===== config.mk =====
export PLATFORM = sky130hd
export DESIGN_NAME = keypad_register_editor
export DESIGN_NICKNAME = d
export VERILOG_FILES = /design/src/common/editor_pkg.sv /design/src/common/store_if.sv /design/src/core/param_store.sv /design/src/core/keypad_register_editor.sv
export SDC_FILE = /design/constraint.sdc
export NUM_CORES = 2
export LEC_CHECK = 0
export BUFFER_PORTS_ARGS = -buffer_cell sky130_fd_sc_hd__buf_2
export CAP_MARGIN = 5
export CORE_UTILIZATION = 50
export DETAILED_ROUTE_END_ITERATION = 12
export PLACE_DENSITY_LB_ADDON = 0.15
export SYNTH_ARGS = -nofsm -noshare
export SYNTH_HDL_FRONTEND = slang
export SYNTH_HIERARCHICAL = 1
export SYNTH_SLANG_ARGS = --single-unit

===== constraint.sdc =====
create_clock -name ref_clk -period 4.79 [get_ports ref_clk]
set_input_delay 0.958 -clock ref_clk [delete_from_list [all_inputs] [get_ports ref_clk]]
set_output_delay 0.958 -clock ref_clk [all_outputs]
set_load 0.1 [all_outputs]

===== src/common/editor_pkg.sv =====
// constants, types and helpers for the keypad register editor
package editor_pkg;

    // ****************
    // sizes
    // ****************
    localparam int MENU_W = 2;
    localparam int IDX_W = 5;
    localparam int ADDR_W = MENU_W + IDX_W;
    localparam int DIGITS = 4;
    localparam int VALUE_W = 4 * DIGITS;
    localparam int DEPTH = 1 << ADDR_W;

    // ****************
    // submenus
    // ****************
    localparam logic [MENU_W-1:0] MENU_DATA_IN = 2'h0;
    localparam logic [MENU_W-1:0] MENU_SETUP = 2'h1;
    localparam logic [MENU_W-1:0] MENU_ADJUST = 2'h2;
    localparam logic [MENU_W-1:0] MENU_TEST = 2'h3;
    localparam logic [MENU_W-1:0] MENU_LAST = 2'h3;
    localparam logic [IDX_W-1:0] COUNT_DATA_IN = 5'h1F;
    localparam logic [IDX_W-1:0] COUNT_SETUP = 5'h12;
    localparam logic [IDX_W-1:0] COUNT_ADJUST = 5'h02;
    localparam logic [IDX_W-1:0] COUNT_TEST = 5'h0E;

    // ****************
    // display kinds and codes
    // ****************
    localparam logic [1:0] SHOW_VERSION = 2'h0;
    localparam logic [1:0] SHOW_TITLE = 2'h1;
    localparam logic [1:0] SHOW_NAME = 2'h2;
    localparam logic [1:0] SHOW_VALUE = 2'h3;
    localparam logic [7:0] ACCESS_LETTER = 8'h43;
    localparam logic [1:0] CURSOR_LEFT = 2'h0;
    localparam logic [1:0] CURSOR_RIGHT = 2'h3;
    localparam logic [3:0] DIGIT_MAX = 4'h9;
    localparam logic [IDX_W-1:0] TEN = 5'h0A;

    typedef enum {ST_RUN, ST_MENU, ST_NAME, ST_LOAD, ST_EDIT, ST_COMMIT} edit_state_e;

    function automatic logic [IDX_W-1:0] reg_count(input logic [MENU_W-1:0] menu);
        case (menu)
            MENU_DATA_IN: reg_count = COUNT_DATA_IN;
            MENU_SETUP: reg_count = COUNT_SETUP;
            MENU_ADJUST: reg_count = COUNT_ADJUST;
            default: reg_count = COUNT_TEST;
        endcase
    endfunction

    function automatic logic [IDX_W-1:0] idx_step(input logic [IDX_W-1:0] idx, input logic [IDX_W-1:0] count,
                                                  input logic up);
        if (up) begin
            idx_step = (idx == count - 5'h01) ? 5'h00 : idx + 5'h01;
        end else begin
            idx_step = (idx == 5'h00) ? count - 5'h01 : idx - 5'h01;
        end
    endfunction

endpackage


===== src/common/store_if.sv =====
// carrier between the editor and its parameter store
`timescale 1ns/100ps
interface store_if;
    import editor_pkg::*;
    logic wr_en;
    logic [ADDR_W-1:0] wr_addr;
    logic [VALUE_W-1:0] wr_data;
    logic [ADDR_W-1:0] rd_addr;
    logic [VALUE_W-1:0] rd_data;
    modport editor (output wr_en, output wr_addr, output wr_data, output rd_addr, input rd_data);
    modport store (input wr_en, input wr_addr, input wr_data, input rd_addr, output rd_data);
endinterface // store_if


===== src/core/param_store.sv =====
// parameter store memory with registered read data
`timescale 1ns/100ps
module param_store import editor_pkg::*; (
    // clock
    input wire logic ref_clk,
    // access
    store_if.store port
);

    // ****************
    // storage
    // ****************
    logic [VALUE_W-1:0] mem [DEPTH];
    logic [VALUE_W-1:0] rd_data_reg;

    always_ff @(posedge ref_clk) begin
        if (port.wr_en) begin
            mem[port.wr_addr] <= port.wr_data;
        end
        rd_data_reg <= mem[port.rd_addr];
    end

    assign port.rd_data = rd_data_reg;

endmodule // param_store


===== src/core/keypad_register_editor.sv =====
// keypad and display register editor gated by the run/programming switch
`timescale 1ns/100ps
// Function
// - run shows version, buttons ignored
// - keypad edits in programming, serial in run
// - programming stops machine and serial
// - four submenus offered
// - increment button: next register, menu, digit
// - decrement button: previous register, menu, digit
// - shift button: back to titles, cursor right
// - enter button: descend, open value, store
// - entering submenu shows first register name
// - opened register shows value, cursor leftmost
// - commit stores, then shows next register
// - back to run shows version, ready
// - each register has letter plus two-digit code
module keypad_register_editor import editor_pkg::*; (
    // clock and reset
    input wire logic ref_clk,
    input wire logic reset,
    // operator controls
    input wire logic programming_switch_position,
    input wire logic btn_increment,
    input wire logic btn_decrement,
    input wire logic btn_shift,
    input wire logic btn_enter,
    // serial parameter writes
    input wire logic ser_wr_valid,
    input wire logic [ADDR_W-1:0] ser_wr_addr,
    input wire logic [VALUE_W-1:0] ser_wr_data,
    output logic ser_wr_ack,
    // machine status
    output logic machine_run_enable,
    output logic serial_enable,
    output logic ready,
    // non-volatile store
    output logic nv_store,
    output logic [ADDR_W-1:0] nv_addr,
    output logic [VALUE_W-1:0] nv_data,
    // display
    output logic [1:0] disp_kind,
    output logic [MENU_W-1:0] disp_menu,
    output logic [7:0] disp_code_letter,
    output logic [3:0] disp_code_tens,
    output logic [3:0] disp_code_ones,
    output logic [VALUE_W-1:0] disp_value,
    output logic [1:0] disp_cursor
);

    // ****************
    // helpers
    // ****************
    function automatic logic [VALUE_W-1:0] digit_step(input logic [VALUE_W-1:0] value, input logic [1:0] cursor,
                                                      input logic up);
        logic [VALUE_W-1:0] result;
        logic [3:0] digit;
        logic [1:0] pos;
        result = value;
        pos = CURSOR_RIGHT - cursor;
        digit = value[pos*4 +: 4];
        if (up) begin
            digit = (digit >= DIGIT_MAX) ? 4'h0 : digit + 4'h1;
        end else begin
            digit = (digit == 4'h0 || digit > DIGIT_MAX) ? DIGIT_MAX : digit - 4'h1;
        end
        result[pos*4 +: 4] = digit;
        return result;
    endfunction

    // ****************
    // button edges
    // ****************
    logic [3:0] btn_prev_reg;
    logic [3:0] btn_prev_next;
    logic [3:0] btn_now;
    logic press_inc;
    logic press_dec;
    logic press_shift;
    logic press_enter;

    always_comb begin
        btn_now = {btn_enter, btn_shift, btn_decrement, btn_increment};
        btn_prev_next = btn_now;
        press_inc = btn_now[0] & ~btn_prev_reg[0];
        press_dec = btn_now[1] & ~btn_prev_reg[1];
        press_shift = btn_now[2] & ~btn_prev_reg[2];
        press_enter = btn_now[3] & ~btn_prev_reg[3];
    end

    always_ff @(posedge ref_clk or posedge reset) begin
        if (reset) begin
            btn_prev_reg <= 4'h0;
        end else begin
            btn_prev_reg <= btn_prev_next;
        end
    end

    // ****************
    // editor state
    // ****************
    edit_state_e state_reg;
    edit_state_e state_next;
    logic [MENU_W-1:0] menu_reg;
    logic [MENU_W-1:0] menu_next;
    logic [IDX_W-1:0] idx_reg;
    logic [IDX_W-1:0] idx_next;
    logic [VALUE_W-1:0] value_reg;
    logic [VALUE_W-1:0] value_next;
    logic [1:0] cursor_reg;
    logic [1:0] cursor_next;
    logic [IDX_W-1:0] count;

    store_if store ();

    param_store u_store (
        .ref_clk(ref_clk),
        .port(store.store)
    );

    always_comb begin
        state_next = state_reg;
        menu_next = menu_reg;
        idx_next = idx_reg;
        value_next = value_reg;
        cursor_next = cursor_reg;
        count = reg_count(menu_reg);
        case (state_reg)
            ST_RUN: begin
                if (programming_switch_position) begin
                    state_next = ST_MENU;
                    menu_next = MENU_DATA_IN;
                end
            end
            ST_MENU: begin
                if (press_enter) begin
                    state_next = ST_NAME;
                    idx_next = 5'h00;
                end else if (press_inc) begin
                    menu_next = (menu_reg == MENU_LAST) ? MENU_DATA_IN : menu_reg + 2'h1;
                end else if (press_dec) begin
                    menu_next = (menu_reg == MENU_DATA_IN) ? MENU_LAST : menu_reg - 2'h1;
                end
            end
            ST_NAME: begin
                if (press_enter) begin
                    state_next = ST_LOAD;
                end else if (press_shift) begin
                    state_next = ST_MENU;
                end else if (press_inc) begin
                    idx_next = idx_step(idx_reg, count, 1'b1);
                end else if (press_dec) begin
                    idx_next = idx_step(idx_reg, count, 1'b0);
                end
            end
            ST_LOAD: begin
                value_next = store.rd_data;
                cursor_next = CURSOR_LEFT;
                state_next = ST_EDIT;
            end
            ST_EDIT: begin
                if (press_enter) begin
                    state_next = ST_COMMIT;
                end else if (press_shift) begin
                    cursor_next = (cursor_reg == CURSOR_RIGHT) ? CURSOR_LEFT : cursor_reg + 2'h1;
                end else if (press_inc) begin
                    value_next = digit_step(value_reg, cursor_reg, 1'b1);
                end else if (press_dec) begin
                    value_next = digit_step(value_reg, cursor_reg, 1'b0);
                end
            end
            ST_COMMIT: begin
                idx_next = idx_step(idx_reg, count, 1'b1);
                state_next = ST_NAME;
            end
            default: begin
                state_next = ST_RUN;
            end
        endcase
        if (!programming_switch_position) begin
            state_next = ST_RUN;
        end
    end

    always_ff @(posedge ref_clk or posedge reset) begin
        if (reset) begin
            state_reg <= ST_RUN;
            menu_reg <= MENU_DATA_IN;
            idx_reg <= 5'h00;
            value_reg <= 16'h0000;
            cursor_reg <= CURSOR_LEFT;
        end else begin
            state_reg <= state_next;
            menu_reg <= menu_next;
            idx_reg <= idx_next;
            value_reg <= value_next;
            cursor_reg <= cursor_next;
        end
    end

    // ****************
    // store access
    // ****************
    logic ser_take;

    always_comb begin
        ser_take = ser_wr_valid && state_reg == ST_RUN && !programming_switch_position;
        store.rd_addr = {menu_reg, idx_reg};
        // commit writes the store, only while programming
        if (state_reg == ST_COMMIT && programming_switch_position) begin
            store.wr_en = 1'b1;
            store.wr_addr = {menu_reg, idx_reg};
            store.wr_data = value_reg;
        end else begin
            store.wr_en = ser_take;
            store.wr_addr = ser_wr_addr;
            store.wr_data = ser_wr_data;
        end
    end

    // ****************
    // registered outputs
    // ****************
    logic ser_wr_ack_next;
    logic machine_run_enable_next;
    logic serial_enable_next;
    logic ready_next;
    logic nv_store_next;
    logic [ADDR_W-1:0] nv_addr_next;
    logic [VALUE_W-1:0] nv_data_next;
    logic [1:0] disp_kind_next;
    logic [3:0] code_tens_next;
    logic [3:0] code_ones_next;
    logic [VALUE_W-1:0] disp_value_next;
    logic [IDX_W-1:0] tens_idx;

    always_comb begin
        ser_wr_ack_next = ser_take;
        machine_run_enable_next = state_next == ST_RUN;
        serial_enable_next = state_next == ST_RUN;
        ready_next = state_next == ST_RUN;
        // a commit cut by the switch is discarded
        nv_store_next = state_reg == ST_COMMIT && programming_switch_position;
        nv_addr_next = nv_store_next ? {menu_reg, idx_reg} : nv_addr;
        nv_data_next = nv_store_next ? value_reg : nv_data;
        disp_value_next = value_next;
        case (state_next)
            ST_RUN: disp_kind_next = SHOW_VERSION;
            ST_MENU: disp_kind_next = SHOW_TITLE;
            ST_EDIT: disp_kind_next = SHOW_VALUE;
            default: disp_kind_next = SHOW_NAME;
        endcase
        if (state_next == ST_LOAD) begin
            disp_value_next = store.rd_data;
        end
        tens_idx = 5'h00;
        code_tens_next = 4'h0;
        for (int i = 1; i <= 3; i++) begin
            if (idx_next >= TEN * i[IDX_W-1:0]) begin
                code_tens_next = i[3:0];
                tens_idx = TEN * i[IDX_W-1:0];
            end
        end
        code_ones_next = 4'(idx_next - tens_idx);
    end

    always_ff @(posedge ref_clk or posedge reset) begin
        if (reset) begin
            ser_wr_ack <= 1'b0;
            machine_run_enable <= 1'b1;
            serial_enable <= 1'b1;
            ready <= 1'b1;
            nv_store <= 1'b0;
            nv_addr <= 7'h00;
            nv_data <= 16'h0000;
            disp_kind <= SHOW_VERSION;
            disp_menu <= MENU_DATA_IN;
            disp_code_letter <= ACCESS_LETTER;
            disp_code_tens <= 4'h0;
            disp_code_ones <= 4'h0;
            disp_value <= 16'h0000;
            disp_cursor <= CURSOR_LEFT;
        end else begin
            ser_wr_ack <= ser_wr_ack_next;
            machine_run_enable <= machine_run_enable_next;
            serial_enable <= serial_enable_next;
            ready <= ready_next;
            nv_store <= nv_store_next;
            nv_addr <= nv_addr_next;
            nv_data <= nv_data_next;
            disp_kind <= disp_kind_next;
            disp_menu <= menu_next;
            disp_code_letter <= ACCESS_LETTER;
            disp_code_tens <= code_tens_next;
            disp_code_ones <= code_ones_next;
            disp_value <= disp_value_next;
            disp_cursor <= cursor_next;
        end
    end

endmodule // keypad_register_editor


Word level (Yosys, flattened, before mapping)

Memories as Yosys holds them, arrays and structs flattened. A register that Yosys moved wholly into a read port is not among the register bits.
Index checks and enable logic that the tools add are counted.

$add $sub $neg: 11
Order comparisons: 5
Equality and inequality tests: 19
Shift operators: 4
Muxes and demuxes: 57
Bitwise gates (word level): 8
Reduce and logical (&&, ||, !) cells: 16

Operator list:

| cell                                                     | number |
|---|---|
| one-hot mux 32 bit (6 select lines)                      | 1 |
| two-way mux 32 bit                                       | 5 |
| equality test 32 x 3 -> 1 bit, second input constant     | 4 |
| zero test 32 bit                                         | 4 |
| two-way mux 16 bit                                       | 6 |
| variable part select 4 x 34 -> 16 bit                    | 2 |
| equality test 32 x 1 -> 1 bit, second input constant     | 2 |
| equality test 32 x 2 -> 1 bit, second input constant     | 2 |
| two-way mux 4 bit                                        | 16 |
| two-way mux 5 bit                                        | 7 |
| negation 4 -> 34 bit                                     | 1 |
| variable shift 4 x 34 -> 16 bit, first input constant    | 1 |
| bitwise mux 16 bit                                       | 2 |
| equality test 32 x 4 -> 1 bit, second input constant     | 1 |
| one-hot mux 16 bit (2 select lines)                      | 1 |
| one-hot mux 5 bit (3 select lines)                       | 2 |
| two-way mux 2 bit                                        | 9 |
| variable part select 16 x 5 -> 4 bit                     | 1 |
| greater-or-equal comparator 5 bit, second input constant | 2 |
| subtractor 5 x 1 -> 5 bit, second input constant         | 2 |
| != test 2 bit, second input constant                     | 4 |
| one-hot mux 2 bit (2 select lines)                       | 2 |
| two-way mux 7 bit                                        | 1 |
| equality test 2 bit, second input constant               | 3 |
| 26 further kinds                                         | 39 |

Flip-flop bits (word level): 113
Memory bits (writable): 2048
Input port bits: 31
Output and inout bits: 66
Word-level logic and storage cells: 136
Memories: 1

Memory list:

| memory      | words | bits a word | rd ports | clocked after memory_dff | write ports | line              | RTL |
|---|---|---|---|---|---|---|---|
| u_store.mem | 128   | 16          | 1        | 1                        | 1           | param_store.sv:13 | `logic [VALUE_W-1:0] mem [DEPTH];` |

Depth between registers and ports, before layout

Depth after elaboration: 18
Mapped depth: 15
Mapped depth without buffers: 15

Modules after synthesis

The synthesis kept the hierarchy.

Modules (own cells, without submodules):

| module                 | times used | cells each | area each (um2) | seq. area each (um2) |
|---|---|---|---|---|
| param_store            | 1          | 3086       | 78522.8         | 61819.3 |
| keypad_register_editor | 1          | 556        | 5466.5          | 2753.9 |

Least setup slack after synthesis

Ideal clock, no wire load.

Path kind: reg2reg
Start point: register, netlist name disp_menu[1]
End point: register disp_code_ones[3]
Setup time: 0.135 ns
Arrival: 4.139 ns
Data required time: 4.655 ns
Slack: 0.516 ns
Stages on the path, launching flop included: 15
Buffers on the path: 0
Clock period less this slack: 4.274 ns
Cells stage by stage: dfrtp_1 -> inv_1 -> ha_1 -> and3b_1 -> o22ai_1 -> o211a_1 -> a32o_1 -> a311o_1 -> maj3_2 -> a22o_1 -> ha_1 -> fa_1 -> inv_1 -> a221oi_1 -> nand4b_1

RTL lines:

| what                 | line                          | RTL |
|---|---|---|
| to (signal assigned) | keypad_register_editor.sv:294 | `disp_code_ones <= code_ones_next;` |
| to (decl)            | keypad_register_editor.sv:45  | `output logic [3:0] disp_code_ones,` |

Worst setup path in the final report

Start point: register state_reg[11]
End point: memory u_store/mem[46][9] (netlist name) (enable)

Word-level cells in the longest chain between the ends: 6
Elaborated cells between the ends (all ways): 9
Classes of those cells: 1 x eq/ne; 4 x mux; 4 x reduce/logical

RTL lines:

| what                                    | line                          | RTL |
|---|---|---|
| from (decl)                             | keypad_register_editor.sv:101 | `edit_state_e state_reg;` |
| from (signal assigned)                  | keypad_register_editor.sv:192 | `state_reg <= state_next;` |
| zero test 32 bit                        | keypad_register_editor.sv:206 | `ser_take = ser_wr_valid && state_reg == ST_RUN && !programming_switch_position;` |
| logical AND 1 bit (2 in a row)          | keypad_register_editor.sv:206 |  |
| named net ser_take                      | keypad_register_editor.sv:203 | `logic ser_take;` |
| two-way mux 1 bit                       | keypad_register_editor.sv:209 | `if (state_reg == ST_COMMIT && programming_switch_position) begin` |
| named net store.wr_en                   | store_if.sv:5                 | `logic wr_en;` |
| two-way mux 1 bit                       | param_store.sv:17             | `if (port.wr_en) begin` |
| two-way mux 1 bit (not written as such) | param_store.sv:18             | `mem[port.wr_addr] <= port.wr_data;` |
| to (decl)                               | param_store.sv:13             |  |

The timed path passes the listed nets, and every way through them passes these cells.

==> summary.txt <==
Finish
  • Area of the multi-input gates: 18800 um^2
  • Total Nets Final: 4055
  • Max reg flops: 2048
  • # fillers: 12088
  • Layout cell share with drive strength beyond 1: 0.327
  • Reg area: ~65000 um^2
  • Final Instance Area: 95800 um^2
  • Area Overhead vs Synth: 14.0%

Clock tree
  • Later-pin clock latency in the skew report: 0.86 ns
  • Cts repair resizes: 0
  • CTS Sinks: 2174
  • CTS max path bufs: 3
  • CTS tree: built
  • Root Buffer: clkbuf_16
  • Hold-fix buffers at CTS: 0
  • Cts bufs inserted: about 210
  • H-tree depth: 4
  • Post-CTS Setup Inserts: 0
  • Reg clk slew, reported paths: 0.06 ns

Critical path
  • Cell mode on critical path: buf_4
  • Worst reg-to-reg path cell count: 10
  • Slowest CP cell: nor3_1
  • Critical path startpoint category: flip-flop
  • CP max FO: 16
  • Worst EP required: 5.29 ns
  • Worst R2R Setup Slack: 0.46 ns
  • Worst Setup End Kind: flip-flop
  • R2r endpoint: u_store/mem[46][9]$_DFFE_PP_
  • Crit-path max cell delay: around 0.67 ns
  • Crit path kind: reg -> reg
  • Worst r2r src: state_reg[11]$_DFF_PP0_
  • Worst setup path end: u_store/mem[46][9]$_DFFE_PP_
  • Cell Chain, Critical Path: nor4_2 -> nand4_4 -> or2_1 -> nor3_1 -> or2_2 -> nor2b_1 -> nand3_1 -> buf_4 -> nor2_1 -> buf_4
  • Setup crit start: state_reg[11]$_DFF_PP0_
  • Crit path DAT: 4.83 ns

Routing
  • Post-route ant nets: 0
  • Via count: 39344
  • TritonRoute pass-1 iters: 8
  • Number of remaining DRC errors: 0
  • Vias/cell: 6.14
  • Wirelength per Cell: 31.5 um
  • Initial drt markers: 4388
  • Final wirelength: 202 mm

Die
  • I/O pins: 97
  • Die Wd: 412 um
  • Number of core rows: 150
  • Initial core utilization: 0.503
  • Core footprint: 167000 um^2
  • Die Height: between 400 and 500 um
  • Full die area: 170000 um^2

Global routing
  • Met2 Use GR: 0.368
  • Global routing's busiest layer: met1
  • Largest net degree at the start of global routing: about 130
  • Tot GR Track Use: 0.242
  • Vias in the first global route: 39019
  • GR Overflow Total: 0
  • M1 GR Usage: 0.372
  • Initial antenna violation count: 15
  • Met3 Use GR: 0.0381
  • First-pass GRT wire length: between 200 and 300 mm

Logic synthesis
  • Synthesized flop and latch total: 2174
  • EDFF count, synth: 2048
  • Cell count after synthesis: ~3600
  • Netlist cell types: 76
  • Most frequent cell after synthesis: edfxtp_1
  • Primary FF master, synth: edfxtp_1
  • Ys async rst share: 0.0506
  • Yosys warns: 6
  • Leading area contributor after synthesis: edfxtp_1
  • Synthesized area per cell: 23.1 um^2
  • Post-synth top area share: 0.732
  • Post-synthesis cell area: 84000 um^2
  • Synth top cells by count: edfxtp_1, mux4_2, nand2_1
  • Sequential area share after synthesis: 0.769
  • Most area-consuming cells after synthesis: edfxtp_1, mux4_2, dfrtp_1, nand2_1, nor2_1

Placed design
  • Post-Place Setup Slack: 0.480 ns
  • I/O Buffers: 86
  • Final HPWL DP: ~120 mm
  • RePlAce Congestion: a little over 0.8
  • Area after DPL: 88800 um^2

Worst hold path
  • Hold Crit Class: in -> async

Timing
  • Final hold viol count: 0
  • Worst slew margin: 0.352
  • RSZ-0062 raised after global routing: false
  • Fmax: 231 MHz
  • Final Max Tran Viols: 0
  • Final setup skew: 0.0315 ns
  • Final worst slack: 0.461 ns
  • Fin crit share: 0.904
  • Setup violations, final: 0
  • Worst Max-Slew Pin Slew: 0.972 ns
  • Tmin final: 4.33 ns
  • Total Neg Setup Slack: 0 ns

Power and ir drop
  • Net Sw Power: slightly below 8 mW
  • Peak supply drop: 371 uV
  • Pint: around 31 mW
  • Logic pwr share: 0.022
  • Lkg Pwr: 30.9 nW
  • Sw frac: 0.201
  • Clk pwr share: 0.433
  • Sequential share of power: 0.545
  • Power per cell area: 399 nW/um^2

Status
  • Outcome: finished, final reports clean

Flow run
  • Max-cap violation count: 0
## metrics by stage
| step | hold WS [ns] | instances | power, mW | util |
|---|---|---|---|---|
| after floorplan | 0.417 | 3679 | 21.7 | - |
| after global placement | 0.447 | 5995 | 22.0 | 0.532 |
| after detailed placement | 0.446 | 5995 | 22.1 | 0.532 |
| after CTS | 0.0966 | 6397 | 38.5 | 0.573 |
| after global routing | 0.148 | 6397 | 39.3 | 0.573 |
| final | 0.147 | 6403 | 38.2 | 0.573 |
## cell usage in the layout, fill, tap and decap left out, types with 7 or more instances in the layout
cell type / synthesis / routed
edfxtp_1: 2048 / 2048
mux4_2: 676 / 676
clkbuf_16: 0 / 217
buf_4: 15 / 188
nand2_1: 177 / 161
nor2_1: 141 / 131
dfrtp_1: 109 / 103
buf_2: 57 / 86
clkbuf_1: 94 / 60
clkinv_2: 0 / 43
conb_1: 2 / 39
clkinv_1: 0 / 37
buf_12: 0 / 36
o21ai_0: 28 / 28
nand3_1: 22 / 22
bufinv_16: 0 / 19
inv_1: 19 / 18
mux2_2: 18 / 18
nand2_4: 0 / 16
ha_1: 16 / 16
dfxtp_1: 16 / 16
a22o_1: 14 / 14
nor2b_1: 12 / 12
nor2_2: 1 / 11
a21o_1: 10 / 10
a31oi_1: 10 / 10
a21oi_1: 9 / 9
clkbuf_8: 0 / 9
nor3_2: 0 / 9
nand2b_1: 7 / 7
clkinv_8: 0 / 7
## power groups by stage
stage          clock, mW  combinational (mW)  sequential, mW
3_3_place_gp           0               0.823            21.2
6_report            16.6               0.832            20.8
2_1_floorplan          0               0.445            21.3
3_5_place_dp           0               0.838            21.2
4_1_cts             16.9               0.840            20.8
5_1_grt             17.6               0.885            20.8
## per-layer routing
layer  share of wire  wire length (um)
met2            0.47             95200
met1            0.44             88100
met5        0.000094                19
met3           0.071             14400
met4           0.019              3820
## worst max-delay path, delay by kind of cell (launching register included)
| family | cells | cell delay [ns] |
|---|---|---|
| AND/OR/NAND/NOR | 8 | 2.89 |
| buffers and inverters | 2 | 0.68 |
| flip-flops | 1 | 0.37 |
## cell families (layout without fill, tap and decap cells)
| kind of cell | Yosys count | after routing | share of synthesized area |
|---|---|---|---|
| fa+ha+maj | 18 | 18 | 0.00276 |
| xor+xnor | 6 | 6 | 0.000626 |
| mux | 695 | 695 | 0.184 |
| compound gates | 110 | 110 | 0.00933 |
| other cells | 2 | 45 | 0.0000894 |
| flops | 2174 | 2174 | 0.769 |
| simple gates | 419 | 419 | 0.0232 |
| buf+inv | 218 | 732 | 0.0114 |
## layout make-up
| cell class | count | area share |
|---|---|---|
| sequential | 2174 | 0.674 |
| antenna | 6 | 0.000157 |
| timing repair buffer | 310 | 0.0268 |
| inverter | 20 | 0.000810 |
| multi-input combinational | 1287 | 0.196 |
| clock inverter | 116 | 0.0123 |
| tap | 2204 | 0.0288 |
| clock buffer | 286 | 0.0604 |
## worst min path at each step
stage                                          start                           to  slack [ns]  cells past startpoint
finish                                         reset      state_reg[19]$_DFF_PP0_        0.15                      2
global route                                   reset      state_reg[19]$_DFF_PP0_        0.15                      2
CTS                                            reset  disp_code_ones[0]$_DFF_PP0_         0.1                      2
detailed placement  u_store/port.rd_data[13]$_DFF_P_      value_reg[13]$_DFF_PP0_        0.45                      2
global placement    u_store/port.rd_data[13]$_DFF_P_      value_reg[13]$_DFF_PP0_        0.45                      2
floorplan            u_store/port.rd_data[0]$_DFF_P_       value_reg[0]$_DFF_PP0_        0.42                      2
Note: power is estimated with default switching activity, not from simulation.
